===== src/logic/flash_port_cfg.svh =====
// Offsets, field positions, reset values and counts of the flash serial port
`ifndef FLASH_PORT_CFG_SVH
`define FLASH_PORT_CFG_SVH

`define AXI_ADDR_W      8
`define REG_CFG_OFS     8'h00
`define REG_FUNC_OFS    8'h04
`define REG_STATUS_OFS  8'h08
`define REG_RXDATA_OFS  8'h0C
`define REG_TXDATA_OFS  8'h10

`define CFG_W           5
`define CFG_RESET       5'h00
`define FUNC_RESET      1'h0
`define FUNC_DIS_BIT    0
`define ST_OVR_BIT      3
`define RX_VALID_BIT    8

`define RESP_OKAY       2'h0
`define RESP_SLVERR     2'h2

`define RX_FIFO_DEPTH   8
`define BYTE_BITS       4'h8
`define TX_IDLE_BYTE    8'hFF

`endif


===== src/logic/flash_port_pkg.sv =====
// Types shared by the flash serial port modules
package flash_port_pkg;

  typedef enum logic [1:0] {
    LANE_SINGLE,
    LANE_DUAL,
    LANE_QUAD,
    LANE_CMD4
  } lane_mode_t;

  typedef enum logic [1:0] {
    ST_RESET,
    ST_WAIT_HIGH,
    ST_READY,
    ST_FRAME
  } link_state_t;

  // Field order matches the configuration register bits 4..0
  typedef struct packed {
    logic       drive;
    lane_mode_t mode;
    logic       shared_pin_role_select;
    logic       quad_lanes_enable_bit;
  } cfg_t;

  typedef struct packed {
    logic       sclk;
    logic       cs_n;
    logic       restart_n;
    logic [3:0] lanes;
  } pins_t;

endpackage


===== src/logic/byte_fifo.sv =====
// Parameterised synchronous FIFO with valid/ready on both sides
`timescale 1ns/1ns
module byte_fifo #(
  parameter int WIDTH = 8,
  parameter int DEPTH = 8,
  parameter int CW    = $clog2(DEPTH + 1)
) (
  input  wire logic             aclk,
  input  wire logic             aresetn,
  input  wire logic             ce,
  input  wire logic             in_valid,
  input  wire logic [WIDTH-1:0] in_data,
  output logic                  in_ready,
  output logic                  out_valid,
  output logic [WIDTH-1:0]      out_data,
  input  wire logic             out_ready,
  output logic [CW-1:0]         level
);
  // DEPTH must be a power of two so the pointers wrap for free
  localparam int AW = $clog2(DEPTH);

  logic [WIDTH-1:0] mem [DEPTH];
  logic [AW-1:0]    wr_q, wr_d, rd_q, rd_d;
  logic [CW-1:0]    cnt_q, cnt_d;
  logic             do_wr, do_rd;

  assign in_ready  = (cnt_q != CW'(DEPTH));
  assign out_valid = (cnt_q != '0);
  assign out_data  = mem[rd_q];
  assign level     = cnt_q;

  always_comb begin
    do_wr = in_valid && in_ready;
    do_rd = out_valid && out_ready;
    wr_d  = do_wr ? wr_q + AW'(1) : wr_q;
    rd_d  = do_rd ? rd_q + AW'(1) : rd_q;
    cnt_d = cnt_q + CW'(do_wr) - CW'(do_rd);
  end

  always_ff @(posedge aclk) begin
    if (!aresetn) begin
      wr_q  <= '0;
      rd_q  <= '0;
      cnt_q <= '0;
    end else if (ce) begin
      wr_q  <= wr_d;
      rd_q  <= rd_d;
      cnt_q <= cnt_d;
      if (do_wr) begin
        mem[wr_q] <= in_data;
      end
    end
  end
endmodule


===== src/logic/flash_serial_port.sv =====
// Flash serial port front end: lane modes, pause and restart pins, AXI4-Lite registers
// Contract
// RL1 - Restart input high: device runs normally and takes bus traffic.
// RL2 - Restart input low: device held in reset, all lanes floated.
// RL3 - Master avoids restart during internal write, program or erase.
// RL4 - Function register bit zero set turns the dedicated restart input off.
// RL5 - Shared pin role selectable only with quad lanes off and dedicated restart off.
// RL6 - When sharing, role select zero means pause, one means restart.
// RL7 - Clock modes 0 and 3 both work; master uses one of them.
// RL8 - Master parks clock low in mode 0, high in mode 3.
// RL9 - Incoming bits sampled on rising serial clock edge.
// RL10 - Outgoing bits launched from falling serial clock edge.
// RL11 - Dual operation: input and output pins become lanes zero and one.
// RL12 - Quad operation: four pins become lanes zero to three.
// RL13 - Select high: deselected, outputs floated, incoming data ignored.
// RL14 - Pause low while selected: outputs float, sequence kept until release.
// RL15 - Quad enable set: shared pin is lane three, no pause or restart.
// RL16 - After power-up select must go high to low before a transfer.
// RL17 - Bytes move most significant bit first on every lane width.
// RL18 - Leaving reset drops partial bytes and waits for a fresh select fall.
`timescale 1ns/1ns
`include "flash_port_cfg.svh"
module flash_serial_port #(
  parameter int FIFO_DEPTH = `RX_FIFO_DEPTH
) (
  input  wire logic                  aclk,
  input  wire logic                  aresetn,
  input  wire logic                  ce,
  input  wire logic                  sclk_pin,
  input  wire logic                  cs_n_pin,
  input  wire logic                  restart_n_pin,
  input  wire logic [3:0]            lane_in,
  output logic      [3:0]            lane_out,
  output logic      [3:0]            lane_oe,
  input  wire logic [`AXI_ADDR_W-1:0] awaddr,
  input  wire logic                  awvalid,
  output logic                       awready,
  input  wire logic [31:0]           wdata,
  input  wire logic [3:0]            wstrb,
  input  wire logic                  wvalid,
  output logic                       wready,
  output logic [1:0]                 bresp,
  output logic                       bvalid,
  input  wire logic                  bready,
  input  wire logic [`AXI_ADDR_W-1:0] araddr,
  input  wire logic                  arvalid,
  output logic                       arready,
  output logic [31:0]                rdata,
  output logic [1:0]                 rresp,
  output logic                       rvalid,
  input  wire logic                  rready
);
  localparam int CW = $clog2(FIFO_DEPTH + 1);

  ////////////////////////////////////////////////////////////////////////////
  // Pin synchronisers
  flash_port_pkg::pins_t pin_s1_q, pin_s2_q, pin_p_q;
  logic sck_rise, sck_fall, cs_s, cs_fall, l3_s;

  always_ff @(posedge aclk) begin
    if (!aresetn) begin
      pin_s1_q <= '{sclk: 1'b0, cs_n: 1'b1, restart_n: 1'b1, lanes: 4'hF};
      pin_s2_q <= '{sclk: 1'b0, cs_n: 1'b1, restart_n: 1'b1, lanes: 4'hF};
      pin_p_q  <= '{sclk: 1'b0, cs_n: 1'b1, restart_n: 1'b1, lanes: 4'hF};
    end else if (ce) begin
      pin_s1_q <= '{sclk: sclk_pin, cs_n: cs_n_pin, restart_n: restart_n_pin, lanes: lane_in};
      pin_s2_q <= pin_s1_q;
      pin_p_q  <= pin_s2_q;
    end
  end

  // Edges are found on the second stage so the first stays metastability-only
  assign sck_rise = pin_s2_q.sclk && !pin_p_q.sclk;
  assign sck_fall = !pin_s2_q.sclk && pin_p_q.sclk;
  assign cs_s     = pin_s2_q.cs_n;
  assign cs_fall  = !pin_s2_q.cs_n && pin_p_q.cs_n;
  assign l3_s     = pin_s2_q.lanes[3];

  ////////////////////////////////////////////////////////////////////////////
  // Pin role selection
  flash_port_pkg::cfg_t cfg_q, cfg_d;
  logic func_dis_q, func_dis_d;
  logic share_ok, restart_act, pause_act;

  assign share_ok    = !cfg_q.quad_lanes_enable_bit && func_dis_q; // RL5
  assign restart_act = (!func_dis_q && !pin_s2_q.restart_n) ||     // RL4 RL1 RL2
                       (share_ok && cfg_q.shared_pin_role_select && !l3_s); // RL6
  assign pause_act   = !cfg_q.quad_lanes_enable_bit &&             // RL15
                       (!func_dis_q || !cfg_q.shared_pin_role_select) && !l3_s && !cs_s; // RL14 RL6

  ////////////////////////////////////////////////////////////////////////////
  // Serial engine
  function automatic logic [3:0] lane_bits(input flash_port_pkg::cfg_t c);
    case (c.mode)
      flash_port_pkg::LANE_DUAL: lane_bits = 4'h2; // RL11
      flash_port_pkg::LANE_QUAD,
      flash_port_pkg::LANE_CMD4: lane_bits = c.quad_lanes_enable_bit ? 4'h4 : 4'h1; // RL12
      default: lane_bits = 4'h1;
    endcase
  endfunction

  function automatic logic [7:0] shift_in(input logic [7:0] v, input logic [3:0] l, input logic [3:0] n);
    case (n)
      4'h2: shift_in = {v[5:0], l[1:0]};
      4'h4: shift_in = {v[3:0], l};
      default: shift_in = {v[6:0], l[0]};
    endcase
  endfunction

  flash_port_pkg::link_state_t st_q, st_d;
  logic [7:0] rx_q, rx_d, tx_q, tx_d, tx_hold_q, tx_hold_d;
  logic [3:0] rx_cnt_q, rx_cnt_d, tx_cnt_q, tx_cnt_d, nb;
  logic [3:0] lane_out_q, lane_out_d, lane_oe_q, lane_oe_d;
  logic       rose_q, rose_d, push, tx_take, tx_full_q, tx_full_d, oe_en;
  logic       fifo_in_ready, fifo_out_valid, fifo_pop;
  logic [7:0] fifo_out_data;
  logic [CW-1:0] fifo_level;

  assign nb = lane_bits(cfg_q);

  always_comb begin
    st_d     = st_q;
    rx_d     = rx_q;
    rx_cnt_d = rx_cnt_q;
    tx_d     = tx_q;
    tx_cnt_d = tx_cnt_q;
    rose_d   = rose_q;
    push     = 1'b0;
    tx_take  = 1'b0;
    case (st_q)
      flash_port_pkg::ST_RESET: begin
        if (!restart_act) begin
          st_d = flash_port_pkg::ST_WAIT_HIGH; // RL18
        end
      end
      flash_port_pkg::ST_WAIT_HIGH: begin
        if (cs_s) begin
          st_d = flash_port_pkg::ST_READY; // RL16
        end
      end
      flash_port_pkg::ST_READY: begin
        if (cs_fall) begin
          st_d     = flash_port_pkg::ST_FRAME;
          rx_cnt_d = 4'h0;
          tx_cnt_d = 4'h0;
          rose_d   = 1'b0;
          tx_d     = tx_full_q ? tx_hold_q : `TX_IDLE_BYTE;
          tx_take  = tx_full_q;
        end
      end
      flash_port_pkg::ST_FRAME: begin
        if (cs_s) begin
          st_d = flash_port_pkg::ST_READY; // RL13
        end else if (!pause_act) begin // RL14
          if (sck_rise) begin // RL9 RL7
            rx_d   = shift_in(rx_q, pin_s2_q.lanes, nb); // RL17
            rose_d = 1'b1;
            if (rx_cnt_q + nb == `BYTE_BITS) begin
              rx_cnt_d = 4'h0;
              push     = 1'b1;
            end else begin
              rx_cnt_d = rx_cnt_q + nb;
            end
          end
          // Mode 3 opens with a fall that precedes any data bit
          if (sck_fall && rose_q) begin // RL10 RL7
            if (tx_cnt_q + nb == `BYTE_BITS) begin
              tx_cnt_d = 4'h0;
              tx_d     = tx_full_q ? tx_hold_q : `TX_IDLE_BYTE;
              tx_take  = tx_full_q;
            end else begin
              tx_cnt_d = tx_cnt_q + nb;
              tx_d     = tx_q << nb; // RL17
            end
          end
        end
      end
      default: st_d = flash_port_pkg::ST_RESET;
    endcase
    if (restart_act) begin // RL2 RL18
      st_d     = flash_port_pkg::ST_RESET;
      rx_cnt_d = 4'h0;
      tx_cnt_d = 4'h0;
      rose_d   = 1'b0;
    end
    oe_en = (st_d == flash_port_pkg::ST_FRAME) && cfg_q.drive && !pause_act && !cs_s; // RL13 RL14
    case (nb)
      4'h2: begin
        lane_oe_d  = oe_en ? 4'h3 : 4'h0; // RL11
        lane_out_d = {2'h0, tx_d[7:6]};
      end
      4'h4: begin
        lane_oe_d  = oe_en ? 4'hF : 4'h0; // RL12
        lane_out_d = tx_d[7:4];
      end
      default: begin
        lane_oe_d  = oe_en ? 4'h2 : 4'h0;
        lane_out_d = {2'h0, tx_d[7], 1'b0};
      end
    endcase
  end

  always_ff @(posedge aclk) begin
    if (!aresetn) begin
      st_q       <= flash_port_pkg::ST_WAIT_HIGH;
      rx_q       <= 8'h00;
      rx_cnt_q   <= 4'h0;
      tx_q       <= 8'h00;
      tx_cnt_q   <= 4'h0;
      rose_q     <= 1'b0;
      lane_out_q <= 4'h0;
      lane_oe_q  <= 4'h0;
    end else if (ce) begin
      st_q       <= st_d;
      rx_q       <= rx_d;
      rx_cnt_q   <= rx_cnt_d;
      tx_q       <= tx_d;
      tx_cnt_q   <= tx_cnt_d;
      rose_q     <= rose_d;
      lane_out_q <= lane_out_d;
      lane_oe_q  <= lane_oe_d;
    end
  end

  assign lane_out = lane_out_q;
  assign lane_oe  = lane_oe_q;

  byte_fifo #(.WIDTH(8), .DEPTH(FIFO_DEPTH), .CW(CW)) rx_fifo (
    .aclk      (aclk),
    .aresetn   (aresetn),
    .ce        (ce),
    .in_valid  (push),
    .in_data   (rx_d),
    .in_ready  (fifo_in_ready),
    .out_valid (fifo_out_valid),
    .out_data  (fifo_out_data),
    .out_ready (fifo_pop),
    .level     (fifo_level)
  );

  ////////////////////////////////////////////////////////////////////////////
  // AXI4-Lite register slave
  logic [`AXI_ADDR_W-1:0] aw_addr_q, aw_addr_d, wa, ra;
  logic [31:0] wdat_q, wdat_d, rdata_q, rdata_d;
  logic        wstrb0_q, wstrb0_d, aw_have_q, aw_have_d, w_have_q, w_have_d;
  logic        awready_q, awready_d, wready_q, wready_d, arready_q, arready_d;
  logic        bvalid_q, bvalid_d, rvalid_q, rvalid_d, ovr_q, ovr_d, ovr_clr;
  logic [1:0]  bresp_q, bresp_d, rresp_q, rresp_d;

  always_comb begin
    aw_addr_d = aw_addr_q;
    wdat_d    = wdat_q;
    wstrb0_d  = wstrb0_q;
    aw_have_d = aw_have_q;
    w_have_d  = w_have_q;
    bvalid_d  = bvalid_q;
    bresp_d   = bresp_q;
    rvalid_d  = rvalid_q;
    rresp_d   = rresp_q;
    rdata_d   = rdata_q;
    cfg_d     = cfg_q;
    func_dis_d = func_dis_q;
    tx_hold_d = tx_hold_q;
    tx_full_d = tx_full_q && !tx_take;
    ovr_clr   = 1'b0;
    fifo_pop  = 1'b0;
    wa        = {aw_addr_q[`AXI_ADDR_W-1:2], 2'h0};
    ra        = {araddr[`AXI_ADDR_W-1:2], 2'h0};
    if (awvalid && awready_q) begin
      aw_addr_d = awaddr;
      aw_have_d = 1'b1;
    end
    if (wvalid && wready_q) begin
      wdat_d   = wdata;
      wstrb0_d = wstrb[0];
      w_have_d = 1'b1;
    end
    if (aw_have_q && w_have_q && !bvalid_q) begin
      aw_have_d = 1'b0;
      w_have_d  = 1'b0;
      bvalid_d  = 1'b1;
      bresp_d   = `RESP_OKAY;
      case (wa)
        `REG_CFG_OFS:    if (wstrb0_q) cfg_d = flash_port_pkg::cfg_t'(wdat_q[`CFG_W-1:0]);
        `REG_FUNC_OFS:   if (wstrb0_q) func_dis_d = wdat_q[`FUNC_DIS_BIT];
        `REG_STATUS_OFS: ovr_clr = wstrb0_q && wdat_q[`ST_OVR_BIT];
        `REG_TXDATA_OFS: begin
          if (wstrb0_q) begin
            tx_hold_d = wdat_q[7:0];
            tx_full_d = 1'b1;
          end
        end
        `REG_RXDATA_OFS: ;
        default: bresp_d = `RESP_SLVERR;
      endcase
    end
    if (bvalid_q && bready) begin
      bvalid_d = 1'b0;
    end
    if (rvalid_q && rready) begin
      rvalid_d = 1'b0;
    end
    if (arvalid && arready_q) begin
      rvalid_d = 1'b1;
      rresp_d  = `RESP_OKAY;
      case (ra)
        `REG_CFG_OFS:    rdata_d = 32'(cfg_q);
        `REG_FUNC_OFS:   rdata_d = 32'(func_dis_q);
        `REG_STATUS_OFS: rdata_d = 32'({fifo_level, ovr_q, st_q == flash_port_pkg::ST_RESET, pause_act,
                                        st_q == flash_port_pkg::ST_FRAME});
        `REG_RXDATA_OFS: begin
          // Reading pops the byte; an empty read shows valid low
          rdata_d  = 32'({fifo_out_valid, fifo_out_valid ? fifo_out_data : 8'h00});
          fifo_pop = fifo_out_valid;
        end
        `REG_TXDATA_OFS: rdata_d = 32'(tx_hold_q);
        default: begin
          rdata_d = 32'h0000_0000;
          rresp_d = `RESP_SLVERR;
        end
      endcase
    end
    // Overrun: a byte lost to a full FIFO, set beats clear
    ovr_d     = (ovr_q && !ovr_clr) || (push && !fifo_in_ready);
    awready_d = !aw_have_d;
    wready_d  = !w_have_d;
    arready_d = !rvalid_d;
  end

  always_ff @(posedge aclk) begin
    if (!aresetn) begin
      aw_addr_q  <= '0;
      wdat_q     <= 32'h0000_0000;
      wstrb0_q   <= 1'b0;
      aw_have_q  <= 1'b0;
      w_have_q   <= 1'b0;
      awready_q  <= 1'b0;
      wready_q   <= 1'b0;
      arready_q  <= 1'b0;
      bvalid_q   <= 1'b0;
      bresp_q    <= `RESP_OKAY;
      rvalid_q   <= 1'b0;
      rresp_q    <= `RESP_OKAY;
      rdata_q    <= 32'h0000_0000;
      cfg_q      <= flash_port_pkg::cfg_t'(`CFG_RESET);
      func_dis_q <= `FUNC_RESET;
      tx_hold_q  <= 8'h00;
      tx_full_q  <= 1'b0;
      ovr_q      <= 1'b0;
    end else if (ce) begin
      aw_addr_q  <= aw_addr_d;
      wdat_q     <= wdat_d;
      wstrb0_q   <= wstrb0_d;
      aw_have_q  <= aw_have_d;
      w_have_q   <= w_have_d;
      awready_q  <= awready_d;
      wready_q   <= wready_d;
      arready_q  <= arready_d;
      bvalid_q   <= bvalid_d;
      bresp_q    <= bresp_d;
      rvalid_q   <= rvalid_d;
      rresp_q    <= rresp_d;
      rdata_q    <= rdata_d;
      cfg_q      <= cfg_d;
      func_dis_q <= func_dis_d;
      tx_hold_q  <= tx_hold_d;
      tx_full_q  <= tx_full_d;
      ovr_q      <= ovr_d;
    end
  end

  assign awready = awready_q;
  assign wready  = wready_q;
  assign bvalid  = bvalid_q;
  assign bresp   = bresp_q;
  assign arready = arready_q;
  assign rvalid  = rvalid_q;
  assign rresp   = rresp_q;
  assign rdata   = rdata_q;
endmodule


===== config.mk =====
export PLATFORM = sky130hd
export DESIGN_NAME = flash_serial_port
export DESIGN_NICKNAME = d
export VERILOG_FILES = /design/src/logic/flash_port_pkg.sv /design/src/logic/byte_fifo.sv /design/src/logic/flash_serial_port.sv
export VERILOG_INCLUDE_DIRS = /design/src /design/src/logic
export SDC_FILE = /design/constraint.sdc
export NUM_CORES = 1
export LEC_CHECK = 0
export ABC_AREA = 0
export BUFFER_PORTS_ARGS = -buffer_cell sky130_fd_sc_hd__buf_2
export CORE_ASPECT_RATIO = 0.5
export CORE_MARGIN = 5
export CORE_UTILIZATION = 60
export CTS_CLUSTER_DIAMETER = 120
export DETAILED_ROUTE_END_ITERATION = 10
export GPL_TIMING_DRIVEN = 0
export MAX_ROUTING_LAYER = met4
export PLACE_DENSITY = 0.93
export SYNTH_ARGS = -nofsm -noshare
export SYNTH_HDL_FRONTEND = slang
export SYNTH_HIERARCHICAL = 1
export SYNTH_SLANG_ARGS = --single-unit
export TNS_END_PERCENT = 50

===== constraint.sdc =====
create_clock -name aclk -period 9.5 [get_ports aclk]
set_input_delay 0.95 -clock aclk [delete_from_list [all_inputs] [get_ports aclk]]
set_output_delay 0.95 -clock aclk [all_outputs]
set_load 0.03 [all_outputs]

==> flow_metrics.py <==
metrics = {
    "status": {
        "status": "finished clean",
    },
    "timing": {
        "min_period_ns": 5.70,
        "worst_pin_slew_ns": 1.33,
        "slew_viol_final": 0,
        "rsz0062_at_grt": "no",
        "setup_tns_ns": 0,
        "clock_skew_ns": 0.00921,
        "hold_violations": 0,
        "setup_viol": 0,
        "timing.fmax_ghz": 0.175,
        "slew_headroom": 0.102,
        "post-route-period-util": 0.600,
    },
    "power_and_ir_drop": {
        "leakagePower_uw": 0.00344,
        "p_int_uw": 1160,
        "sw_frac_of_total": 0.257,
        "p_comb_frac": 0.064,
        "clockPowerShare": 0.431,
        "vdd_ir_drop_max_mv": 0.132,
        "pwr-share-seq": 0.505,
        "netSwitchingPower_uw": 402,
        "p_per_area_nw_per_um2": 166,
    },
    "synthesis": {
        "synth_flop_cell": "dfxtp_1",
        "synth-seq-cells": 176,
        "avgSynthCellArea_sq_um": 10.6,
        "yosysUniqueCellTypes": 80,
        "synth_edf_count": 64,
        "ys_warn_count": 6,
        "syn_area_sq_um": 8250,
        "async_flop_share": 0,
        "synth_seq_area_share": 0.505,
        "syn_inst": 778,
    },
    "global_route": {
        "grt_pass1_vias": 6234,
        "grt_pass1_wl_microns": 33400,
        "grt-ovfl-total": 0,
        "track_usage": 0.270,
        "grt_max_degree": 19,
        "antenna_found_initial": 0,
    },
    "critical_path": {
        "end_kind": "flop",
        "r2r_end": "rx_fifo/mem[4][2]$_DFFE_PP_",
        "max_stage_delay_ns": 1.12,
        "worst_setup_path_start_kind": "flop",
        "crit_chain": "buf_2, nand2b_1, inv_1, clkbuf_1, ha_1, a21oi_1, maj3_1, xor2_1, nor4b_1, nand2_1, or3_1, nor3_1",
        "cp_max_fo": 12,
        "slowest_stage": "nor4b_1",
        "crit_end": "rx_fifo/mem[4][2]$_DFFE_PP_",
        "reg2reg_depth": 12,
        "timing.critical_path.from": "cfg_q[3]$_SDFFE_PN0P_",
        "worstPathArrival_ns": 5.75,
        "required_ns": 9.55,
        "path_class": "flop to flop",
        "r2r_slack_ns": 3.80,
        "r2r_start": "cfg_q[3]$_SDFFE_PN0P_",
    },
    "routing": {
        "drt_iter0_drc": 826,
        "routed_via_density": 6.24,
        "wl_per_cell_microns": 20.3,
        "ant_nets": 0,
        "drc": 0,
        "via_count": 6667,
        "wirelength_microns": 21700,
        "dr.pass1.iters": 8,
    },
    "clock_tree": {
        "postCtsHoldBufs": 0,
        "cts_max_level": 4,
        "root_buffer": "clkbuf_16",
        "post_cts_resized": 0,
        "cts.sinks": 176,
        "cts_tree": "done",
        "clk_pin_slew_ns": 0.07,
        "clk_latency_ns": 0.43,
        "cts_setup_buffers": 0,
        "clock_path_buffers": 2,
        "cts_buffers": 17,
    },
    "die": {
        "die_w_microns": 176,
        "coreArea_sq_um": 13500,
        "fp.dieArea_sq_um": 16300,
        "rows": 30,
        "io_pins": 116,
        "die_h_microns": 92.9,
        "initial_core_util": 0.610,
    },
    "finish": {
        "postLayoutCoreUtil": 0.698,
        "synthToLayoutAreaGrowth_pct": 14.3,
        "layout-drive-gt1-share": 0.176,
        "final_cells": 1068,
        "final_common_cell": "dfxtp_1",
        "final_nets": 963,
        "mostFrequentLayoutCells": "dfxtp_1 (112), nand2_1 (82), nor2_1 (76)",
        "n_antenna_cell": 0,
    },
    "hold_path": {
        "worstHoldPathType": "flop to flop",
    },
    "placed_design": {
        "place_congestion": 1.01,
        "portBuffers": 59,
        "post-dp-hpwl_microns": 15300,
        "dp_cells": 1037,
    },
    "flow_run": {
        "maxCapViolations": 0,
    },
}
## synthesized netlist by cell type, types with 3 or more instances
library cell | n | share of area
ha_1 | 13 | 0.020
a21o_1 | 3 | 0.0027
a221oi_1 | 5 | 0.0053
nand3b_1 | 3 | 0.0027
clkbuf_1 | 21 | 0.0096
fa_1 | 3 | 0.0073
buf_4 | 30 | 0.027
xnor2_1 | 3 | 0.0032
and2_1 | 5 | 0.0038
o21ai_0 | 28 | 0.017
buf_2 | 4 | 0.0024
nand2b_1 | 10 | 0.0076
buf_1 | 5 | 0.0023
a222oi_1 | 3 | 0.0036
nand2_1 | 82 | 0.037
nand3_1 | 19 | 0.012
o211ai_1 | 3 | 0.0027
nand4_1 | 5 | 0.0038
mux2_2 | 13 | 0.018
inv_1 | 22 | 0.010
nor2b_1 | 4 | 0.0030
nor3_1 | 9 | 0.0055
a32oi_1 | 6 | 0.0064
or3_1 | 4 | 0.0030
a31o_2 | 4 | 0.0042
and3_1 | 5 | 0.0038
a21oi_1 | 66 | 0.040
a22oi_1 | 10 | 0.0091
dfxtp_1 | 112 | 0.27
edfxtp_1 | 64 | 0.23
nor3b_1 | 4 | 0.0036
mux4_1 | 15 | 0.048
nor4_1 | 5 | 0.0038
nor2_1 | 76 | 0.035
mux2i_1 | 51 | 0.062
a31oi_1 | 11 | 0.0083
## worst min path at each step
stage                                  end  cells past startpoint  slack (ns)                   start
floorplan              rose_q$_SDFFE_PN0P_                      2        0.43     rose_q$_SDFFE_PN0P_
global placement       rose_q$_SDFFE_PN0P_                      2        0.44     rose_q$_SDFFE_PN0P_
detailed placement  wdat_q[6]$_SDFFE_PN0P_                      2        0.45  wdat_q[6]$_SDFFE_PN0P_
CTS                 wdat_q[6]$_SDFFE_PN0P_                      2        0.46  wdat_q[6]$_SDFFE_PN0P_
global route        wdat_q[6]$_SDFFE_PN0P_                      2        0.47  wdat_q[6]$_SDFFE_PN0P_
finish              wdat_q[5]$_SDFFE_PN0P_                      2        0.46  wdat_q[5]$_SDFFE_PN0P_
## worst max-delay path: cells and delay by family (launching register included)
family,cells,cell delay [ns]
AND/OR/NAND/NOR,5,3.13
buffers and inverters,3,1.00
adder cells (fa/ha/maj),2,0.67
flip-flops,1,0.30
XOR/XNOR,1,0.16
AO/OA/AOI/OAI,1,0.06
## area by class of cell
class	count	area (sq um)
inverters	23	86.3
repair buffers	59	295
clock buffers	17	425
clock inverters	14	146
well taps	176	220
fillers	954	4090
multi-input cells	540	3710
flip-flops and latches	176	4160
plain buffers	63	383
## cells by family after synthesis
logic type	synth area share
compound gates	0.131
xor+xnor	0.00531
fa+ha+maj	0.0282
buf+inv	0.0569
flops	0.505
mux	0.130
other cells	0.000455
simple gates	0.143
## metrics by stage
| step | instance area (sq um) | total power, uW | setup slack [ns] | hold WS [ns] |
|---|---|---|---|---|
| 2_1_floorplan | 8340 | 875 | 5.43 | 0.432 |
| 3_3_place_gp | 8850 | 901 | 4.31 | 0.442 |
| 3_5_place_dp | 8850 | 904 | 4.10 | 0.454 |
| 4_1_cts | 9430 | 1570 | 4.01 | 0.462 |
| 5_1_grt | 9430 | 1610 | 3.63 | 0.473 |
| 6_report | 9430 | 1570 | 3.80 | 0.461 |
## per-layer routing
| metal | wire (microns) | global-route usage | part of all wire |
|---|---|---|---|
| met2 | 10500 | 0.442 | 0.49 |
| met1 | 8670 | 0.339 | 0.40 |
| met4 | 583 | 0.0992 | 0.027 |
| met3 | 1890 | 0.0530 | 0.087 |
| met5 | 0 | - | 0 |
## power groups by stage
stage	Clock (uW)	Sequential (uW)	Combinational, uW
2_1_floorplan	0	809	65.6
3_3_place_gp	0	807	93.9
3_5_place_dp	0	808	96.5
4_1_cts	680	791	97.1
5_1_grt	715	792	106
6_report	676	791	99.5
## state kept, by name, indices dropped and copies added, names as in the netlist, 5 cells and up, named ones only
signal,cells
rdata,9
rx_q,8
pin_s1_q,7
tx_hold_q,8
cfg_q,5
wdat_q,8
tx_q,8
aw_addr_q,6
rx_fifo/mem,64
pin_s2_q,5
No activity file was read; power rests on OpenSTA's default activity.
